[config.mk]
export PLATFORM = sky130hd
export DESIGN_NAME = evm_vector_map
export DESIGN_NICKNAME = d
export VERILOG_FILES = /design/src/inc/evm_pkg.sv /design/src/rtl/evm_vector_map.sv /design/src/rtl/evm_level_mem.sv
export SDC_FILE = /design/constraint.sdc
export NUM_CORES = 1
export LEC_CHECK = 0
export BUFFER_PORTS_ARGS = -buffer_cell sky130_fd_sc_hd__buf_4
export CAP_MARGIN = 20
export CORE_MARGIN = 2
export CORE_UTILIZATION = 37
export CTS_CLUSTER_DIAMETER = 100
export CTS_CLUSTER_SIZE = 12
export DETAILED_ROUTE_END_ITERATION = 6
export PLACE_DENSITY = 0.68
export SYNTH_ARGS = -nofsm -noshare
export SYNTH_HDL_FRONTEND = slang
export SYNTH_SLANG_ARGS = --single-unit
[constraint.sdc]
create_clock -name clk_sys_in -period 3.4 [get_ports clk_sys_in]
set_clock_uncertainty 0.05 [all_clocks]
set_input_delay 0.17 -clock clk_sys_in [delete_from_list [all_inputs] [get_ports clk_sys_in]]
set_output_delay 0.17 -clock clk_sys_in [all_outputs]
set_load 0.02 [all_outputs]
[src/inc/evm_pkg.sv]
// Purpose: constants for the exception vector map
// Assumes: one 50 MHz core clock, vectors 0 to 32 only
// Notes: levels are four bits wide, 15 being the fixed non-maskable level
package evm_pkg;
    localparam logic [7:0] VEC_RESET = 8'h00;
    localparam logic [7:0] VEC_MODE = 8'h01;
    localparam logic [7:0] VEC_RSV_LO = 8'h02;
    localparam logic [7:0] VEC_RSV_HI = 8'h06;
    localparam logic [7:0] VEC_FIXED_BASE = 8'h07;
    localparam logic [7:0] VEC_NMI = 8'h0f;
    localparam logic [7:0] VEC_PERIPH_BASE = 8'h10;
    localparam logic [7:0] VEC_TIMER0 = 8'h18;
    localparam logic [7:0] VEC_RX0 = 8'h1b;
    localparam logic [7:0] VEC_TX0 = 8'h1e;
    localparam logic [9:0] VEC_OFS_TOP = 10'h3fc;
    localparam logic [31:0] TABLE_BYTES = 32'h0000_0400;
    localparam logic [31:0] TBR_DEFAULT = 32'h000f_fc00;
    localparam logic [3:0] NMI_LEVEL = 4'hf;
    localparam logic [3:0] LEVEL_RST = 4'hf;
    localparam int FIXED_NUM = 9;
    localparam int PERIPH_NUM = 17;
    localparam int LEVEL_W = 4;
    // gray codes along reset -> mode -> idle -> lookup -> present
    typedef enum logic [2:0] {
        ST_RST = 3'h0,
        ST_MODE = 3'h1,
        ST_IDLE = 3'h3,
        ST_LOOK = 3'h2,
        ST_PRES = 3'h6
    } evm_state_type;
endpackage

[src/rtl/evm_vector_map.sv]
// Purpose: map exceptions, traps and interrupt requests to vector number, level, address
// Assumes: requests are levels held until the core acknowledges the vector
// Notes: lowest vector number wins; the core fetches reset then mode vector after reset
//
// Contract
// - reset uses vector 0, offset 3fc, default fetch 000ffffc
// - mode vector is vector 1, offset 3f8, fetched in reset sequence
// - coprocessor absent traps via 7, coprocessor error via 8
// - debug trap instruction uses vector 9, instruction breakpoint uses 10
// - operand breakpoint uses vector 11, step trace uses 12
// - debug tool non-maskable request uses vector 13
// - undefined instruction uses vector 14, offset 3c4
// - ordinary non-maskable request uses vector 15, level fixed at 15
// - external inputs 0-7 map to vectors 16-23, level entries 0-7
// - reload timers 0-2 use vectors 24-26, level entries 8-10
// - serial receive 0-2 use vectors 27-29, level entries 11-13
// - serial transmit 0-2 use vectors 30-32, level entries 14-16
// - fetch address is table base plus 3fc minus four times vector
// - table spans 1 Kbyte from base, four bytes per entry
// - each peripheral request has its own level register
`timescale 1ns/1ps
module evm_vector_map
    import evm_pkg::*;
(
    input wire logic clk_sys_in,
    input wire logic arst_n_in,
    input wire logic [31:0] vector_table_base_in,
    input wire logic [FIXED_NUM-1:0] fixed_req_in,
    input wire logic [PERIPH_NUM-1:0] periph_req_in,
    input wire logic vec_ack_in,
    input wire logic level_wr_in,
    input wire logic [4:0] level_idx_in,
    input wire logic [LEVEL_W-1:0] level_data_in,
    output logic vec_valid_out,
    output logic [7:0] vec_num_out,
    output logic [LEVEL_W-1:0] vec_level_out,
    output logic [31:0] vec_addr_out
);
    evm_state_type state_reg, state_next;
    logic valid_reg, valid_next;
    logic [7:0] num_reg, num_next;
    logic [LEVEL_W-1:0] level_reg, level_next;
    logic [31:0] addr_reg, addr_next;
    logic [4:0] pidx_reg, pidx_next;
    logic [31:0] base_reg, base_next;
    logic [LEVEL_W-1:0] mem_level;
    logic [4:0] pfind;
    logic [7:0] ffind;
    logic fany;
    logic pany;

    function automatic logic [31:0] vec_addr(input logic [31:0] base, input logic [7:0] v);
        return base + {22'h0, VEC_OFS_TOP - {v, 2'b00}};
    endfunction

    // lowest vector first; bit i of the fixed group is vector 7+i
    always_comb begin
        fany = 1'b0;
        ffind = VEC_NMI;
        for (int i = FIXED_NUM - 1; i >= 0; i--) begin
            if (fixed_req_in[i]) begin
                fany = 1'b1;
                ffind = VEC_FIXED_BASE + 8'(i);
            end
        end
        pany = 1'b0;
        pfind = 5'h0;
        for (int j = PERIPH_NUM - 1; j >= 0; j--) begin
            if (periph_req_in[j]) begin
                pany = 1'b1;
                pfind = 5'(j);
            end
        end
    end

    evm_level_mem u_level (
        .clk_sys_in(clk_sys_in),
        .arst_n_in(arst_n_in),
        .wr_en_in(level_wr_in),
        .wr_idx_in(level_idx_in),
        .wr_data_in(level_data_in),
        .rd_idx_in(pfind),
        .rd_data_out(mem_level)
    );

    always_comb begin
        state_next = state_reg;
        valid_next = valid_reg;
        num_next = num_reg;
        level_next = level_reg;
        addr_next = addr_reg;
        pidx_next = pidx_reg;
        // base kept as loaded, so a table move mid-vector cannot upset the offset checks
        base_next = base_reg;
        case (state_reg)
            ST_RST: begin
                valid_next = 1'b1;
                base_next = vector_table_base_in;
                num_next = VEC_RESET;
                level_next = NMI_LEVEL;
                addr_next = vec_addr(vector_table_base_in, VEC_RESET);
                if (valid_reg && vec_ack_in) begin
                    state_next = ST_MODE;
                    num_next = VEC_MODE;
                    addr_next = vec_addr(vector_table_base_in, VEC_MODE);
                end
            end
            ST_MODE: begin
                if (vec_ack_in) begin
                    valid_next = 1'b0;
                    state_next = ST_IDLE;
                end
            end
            ST_IDLE: begin
                // only mapped sources reach here, reserved numbers cannot appear
                if (fany) begin
                    valid_next = 1'b1;
                    num_next = ffind;
                    level_next = (ffind == VEC_NMI) ? NMI_LEVEL : '0;
                    addr_next = vec_addr(vector_table_base_in, ffind);
                    base_next = vector_table_base_in;
                    state_next = ST_PRES;
                end else if (pany) begin
                    pidx_next = pfind;
                    state_next = ST_LOOK;
                end
            end
            ST_LOOK: begin
                // level read one cycle late: the store keeps its read port registered
                valid_next = 1'b1;
                num_next = VEC_PERIPH_BASE + {3'h0, pidx_reg};
                level_next = mem_level;
                addr_next = vec_addr(vector_table_base_in, VEC_PERIPH_BASE + {3'h0, pidx_reg});
                base_next = vector_table_base_in;
                state_next = ST_PRES;
            end
            ST_PRES: begin
                if (vec_ack_in) begin
                    valid_next = 1'b0;
                    state_next = ST_IDLE;
                end
            end
            default: begin
                valid_next = 1'b0;
                state_next = ST_IDLE;
            end
        endcase
    end

    always_ff @(posedge clk_sys_in or negedge arst_n_in) begin
        if (!arst_n_in) begin
            state_reg <= ST_RST;
            valid_reg <= 1'b0;
            num_reg <= VEC_RESET;
            level_reg <= NMI_LEVEL;
            addr_reg <= TBR_DEFAULT;
            pidx_reg <= 5'h0;
            base_reg <= TBR_DEFAULT;
        end else begin
            state_reg <= state_next;
            valid_reg <= valid_next;
            num_reg <= num_next;
            level_reg <= level_next;
            addr_reg <= addr_next;
            pidx_reg <= pidx_next;
            base_reg <= base_next;
        end
    end

    assign vec_valid_out = valid_reg;
    assign vec_num_out = num_reg;
    assign vec_level_out = level_reg;
    assign vec_addr_out = addr_reg;

    property p_reset_vec;
        @(posedge clk_sys_in) disable iff (!arst_n_in)
        (state_reg == ST_RST && valid_reg) |-> (num_reg == 8'h00 && addr_reg - base_reg == 32'h3fc);
    endproperty
    a_reset_vec: assert property (p_reset_vec) else $error("reset vector wrong");

    property p_mode_follows;
        @(posedge clk_sys_in) disable iff (!arst_n_in)
        (state_reg == ST_RST && valid_reg && vec_ack_in) |=> (valid_reg && num_reg == 8'h01);
    endproperty
    a_mode_follows: assert property (p_mode_follows) else $error("mode vector missing");

    property p_cop_absent;
        @(posedge clk_sys_in) disable iff (!arst_n_in)
        (state_reg == ST_IDLE && fixed_req_in[0]) |=> (valid_reg && num_reg == 8'h07);
    endproperty
    a_cop_absent: assert property (p_cop_absent) else $error("coprocessor trap vector wrong");

    property p_debug_trap;
        @(posedge clk_sys_in) disable iff (!arst_n_in)
        (state_reg == ST_IDLE && fixed_req_in[2:0] == 3'h4) |=> (num_reg == 8'h09);
    endproperty
    a_debug_trap: assert property (p_debug_trap) else $error("debug trap vector wrong");

    property p_step;
        @(posedge clk_sys_in) disable iff (!arst_n_in)
        (state_reg == ST_IDLE && fixed_req_in[5:0] == 6'h20) |=> (num_reg == 8'h0c);
    endproperty
    a_step: assert property (p_step) else $error("step trace vector wrong");

    property p_nmi_level;
        @(posedge clk_sys_in) disable iff (!arst_n_in)
        (valid_reg && num_reg == 8'h0f) |-> (level_reg == 4'hf);
    endproperty
    a_nmi_level: assert property (p_nmi_level) else $error("nmi level not 15");

    property p_ext0;
        @(posedge clk_sys_in) disable iff (!arst_n_in)
        (state_reg == ST_IDLE && fixed_req_in == '0 && periph_req_in[0])
            |-> ##2 (valid_reg && num_reg == 8'h10);
    endproperty
    a_ext0: assert property (p_ext0) else $error("external 0 vector wrong");

    property p_offset;
        @(posedge clk_sys_in) disable iff (!arst_n_in)
        (valid_reg && $stable(base_reg)) |-> (addr_reg - base_reg == 32'h3fc - {22'h0, num_reg, 2'b00});
    endproperty
    a_offset: assert property (p_offset) else $error("fetch offset wrong");

    property p_span;
        @(posedge clk_sys_in) disable iff (!arst_n_in)
        (valid_reg && $stable(base_reg)) |-> (addr_reg - base_reg < 32'h400 && addr_reg[1:0] == base_reg[1:0]);
    endproperty
    a_span: assert property (p_span) else $error("fetch outside table");

    property p_no_reserved;
        @(posedge clk_sys_in) disable iff (!arst_n_in)
        valid_reg |-> !(num_reg >= 8'h02 && num_reg <= 8'h06);
    endproperty
    a_no_reserved: assert property (p_no_reserved) else $error("reserved vector produced");
endmodule

[src/rtl/evm_level_mem.sv]
// Purpose: per-source level storage with registered read data
// Assumes: one write and one read per cycle
// Notes: a read in the cycle of a write to the same entry returns the old level
`timescale 1ns/1ps
module evm_level_mem
    import evm_pkg::*;
#(
    parameter int DEPTH = PERIPH_NUM,
    parameter int WIDTH = LEVEL_W,
    parameter int AW = 5
) (
    input wire logic clk_sys_in,
    input wire logic arst_n_in,
    input wire logic wr_en_in,
    input wire logic [AW-1:0] wr_idx_in,
    input wire logic [WIDTH-1:0] wr_data_in,
    input wire logic [AW-1:0] rd_idx_in,
    output logic [WIDTH-1:0] rd_data_out
);
    logic [WIDTH-1:0] mem_reg [DEPTH];
    logic [WIDTH-1:0] rd_reg;
    logic [WIDTH-1:0] rd_next;

    genvar g;
    generate
        for (g = 0; g < DEPTH; g++) begin : g_ent
            always_ff @(posedge clk_sys_in or negedge arst_n_in) begin
                if (!arst_n_in) begin
                    mem_reg[g] <= LEVEL_RST;
                end else if (wr_en_in && wr_idx_in == AW'(g)) begin
                    mem_reg[g] <= wr_data_in;
                end
            end
        end
    endgenerate

    always_comb begin
        rd_next = (rd_idx_in < AW'(DEPTH)) ? mem_reg[rd_idx_in] : LEVEL_RST;
    end

    always_ff @(posedge clk_sys_in or negedge arst_n_in) begin
        if (!arst_n_in) begin
            rd_reg <= LEVEL_RST;
        end else begin
            rd_reg <= rd_next;
        end
    end

    assign rd_data_out = rd_reg;
endmodule

==> impl_metrics.yaml <==
critical_path:
  path_class: "reg -> reg"
  rrSetupSlack_ns: 0.34
  start_kind: "flip-flop"
  worstPathRequired_ns: 3.62
  crit_fanout: 7
  cp.arrival_ns: 3.28
  end_kind: "flip-flop"
clocking:
  cts_inserted_buffers: 17
  path_clk_slew_ns: 0.05
  cts_root_buf: "clkbuf_16"
  cts_max_level: 4
  cts_tree: "built"
  clock_latency_ns: 0.41
  cts.sinks: 123
  clockBufferDepth: 2
placement:
  hpwl_mm: 11.0
  io_buffers: 113
  gp_congestion: 0.804
  dpl_cell_area_um2: 7750
synth:
  synth.distinct_cells: 56
  synth.area.top_cells: "dfstp_2, dfrtp_1, mux2_2"
  synth_most_common_cell: "dfstp_2"
  syn_inst: 615
  yosysWarnings: 0
  synth_common_cells: "dfstp_2, nand2_1, mux2_2"
  synth_top_area_share_pct: 34.2
  yosys.area.top_type: "dfstp_2"
  synth_top_flop_cell: "dfstp_2"
  synth_edf_count: 0
  avgSynthCellArea_um2: 10.7
  ys_seq_area_share_pct: 48.2
  synthesis.area_um2: 6610
  ys_ff_latch: 123
  async_flop_share_pct: 100
floorplan:
  io_pins: 116
  rows: 48
  core_area_um2: 17400
  dieHeight_um: 138
  dieWidth_um: 138
  start_util_pct: 38.1
  die_area_um2: 18900
job:
  cap_violations: 0
finish:
  largest_reg_flops: 68
  fill_cells: 1591
  final_core_util_pct: 48.9
  layout.nets: 834
  syn_to_final_growth_pct: 28.4
  multi_input_area_um2: 3280
  regArea_um2: 3190
  antennaDiodeCount: 0
  final_cell_area_um2: 8480
  drive_gt1_share_pct: 42.3
detailed_routing:
  drt_wl_total_mm: 15.6
  first_pass_iters: 4
  vias_per_cell: 5.11
  drtIter0Drc: 216
  drc_errors: 0
  vias: 5063
  avgRoutedWirePerCell_um: 15.7
  ant_nets: 0
sta:
  layout_worst_path_cycle_share_pct: 90.0
  slew_headroom_pct: 52.9
  final.min_clock_period_ns: 3.06
  finalSetupViolCount: 0
  timing.fmax_mhz: 327
  hold_viol: 0
  tightest_slew_ns: 0.701
  setup_tns_ns: 0
  drv_slew: 0
  rsz0062_at_grt: "no"
status:
  outcome: "finished, final reports clean"
global_routing:
  antenna_found_initial: 0
  grt_max_degree: 124
  grt_pass1_wl_mm: 25.1
  grt_pass1_vias: 5014
  overflow: 0
  gr-usage-all-layers_pct: 17.1
pwr:
  power_density_nw_per_um2: 740
  peakVddDrop_uv: 447
  power_leakage_nw: 3.65
min_path:
  hold_class: "in -> reg"
routing by layer:
metal	global-route usage (%)	vias to the layer above	wire length, um
met5	0	-	0
met4	4.24	0	131
met3	4.64	14	826
met2	27.6	113	7230
met1	22.8	2464	7390
li1	-	2472	-
worst paths after layout:
kind                                              start                               to  depth (start not counted)
max                            state_reg[2]$_DFFE_PN0P_     vec_addr_out[21]$_DFFE_PN0P_                         13
min                            vector_table_base_in[28]     vec_addr_out[28]$_DFFE_PN0P_                          3
max reg2reg                    state_reg[2]$_DFFE_PN0P_     vec_addr_out[21]$_DFFE_PN0P_                         13
min reg2reg                vec_addr_out[16]$_DFFE_PN1P_     vec_addr_out[16]$_DFFE_PN1P_                          2
max in group asynchronous                     arst_n_in  u_level.mem_reg[58]$_DFFE_PN1P_                          3
min in group asynchronous                     arst_n_in      vec_addr_out[6]$_DFFE_PN0P_                          3
power breakdown:
group	switching [mW]	total, mW	internal [mW]	leakage [nW]
Sequential	0.240	2.33	2.09	1.35
Combinational	1.27	2.26	0.989	2.02
Clock	0.610	1.69	1.08	0.278
Total	2.12	6.28	4.16	3.65
area by class of cell:
class	count	area share, %
Clock inverter	6	0.708
Multi-Input combinational cell	457	38.7
Clock buffer	26	5.90
Sequential cell	123	37.6
Inverter	11	0.487
Timing Repair Buffer	143	13.3
Tap cell	225	3.32
worst max-delay path, cell delays in order, from the launching register on:
cell	delay, ns
dfrtp_1	0.37
nor2b_1	0.14
nand2b_1	0.17
o21ai_1	0.26
ha_1	0.28
a21o_1	0.16
a21o_1	0.21
a2111oi_0	0.41
buf_4	0.18
o21ai_1	0.13
nor2b_2	0.24
nand3_1	0.11
xor2_1	0.14
o21ai_0	0.08
layout by cell type, fill, tap and decap left out, types with 4 or more instances in the layout:
master | Yosys | final
nand2b_1 | 9 | 9
nand2_1 | 77 | 77
nand3_1 | 9 | 9
xnor2_1 | 8 | 8
o21ai_1 | 12 | 14
mux4_2 | 4 | 4
o21ai_0 | 29 | 27
o22ai_1 | 6 | 6
ha_1 | 9 | 9
clkbuf_1 | 17 | 6
and3_1 | 7 | 7
nand4_1 | 6 | 6
o21bai_1 | 4 | 4
mux2_2 | 74 | 74
dfstp_2 | 86 | 86
xor2_1 | 23 | 23
nor4_1 | 6 | 6
inv_1 | 10 | 10
nor2_1 | 48 | 48
a21oi_1 | 25 | 24
mux2i_1 | 37 | 37
dfrtp_1 | 37 | 37
buf_4 | 4 | 125
a21o_1 | 4 | 4
dlygate4sd3_1 | 0 | 17
clkbuf_16 | 0 | 18
nor2b_1 | 13 | 12
timing repair:
action                                 CTS  global route
endpoints found under the hold margin   53             0
hold buffers                            17             0
resized for setup                        0             2
setup buffers                            0             0
setup endpoints to repair                0             7
cell families (layout without fill, tap and decap cells):
kind of cell | count (synthesis) | after routing | synth area share (%)
simple gates | 190 | 190 | 13.3
flops | 123 | 123 | 48.2
mux | 115 | 115 | 19.6
compound gates | 109 | 109 | 10.4
buf+inv | 36 | 186 | 2.35
xor+xnor | 31 | 31 | 4.11
fa+ha+maj | 10 | 10 | 2.01
other cells | 1 | 2 | 0.0568
per-stage QoR:
| step | setup WS [ns] | hold WS (ns) | power (mW) | instances |
|---|---|---|---|---|
| 3_3_place_gp | 0.133 | 0.277 | 4.55 | 942 |
| 6_report | 0.339 | 0.00661 | 6.28 | 991 |
| 3_5_place_dp | 0.118 | 0.275 | 4.60 | 942 |
| 4_1_cts | 0.157 | 0.0000690 | 6.34 | 991 |
| 5_1_grt | 0.0523 | 0.0128 | 6.66 | 991 |
| 2_1_floorplan | 0.107 | -0.176 | 3.72 | 616 |
Power figures use the tool's default switching activity.
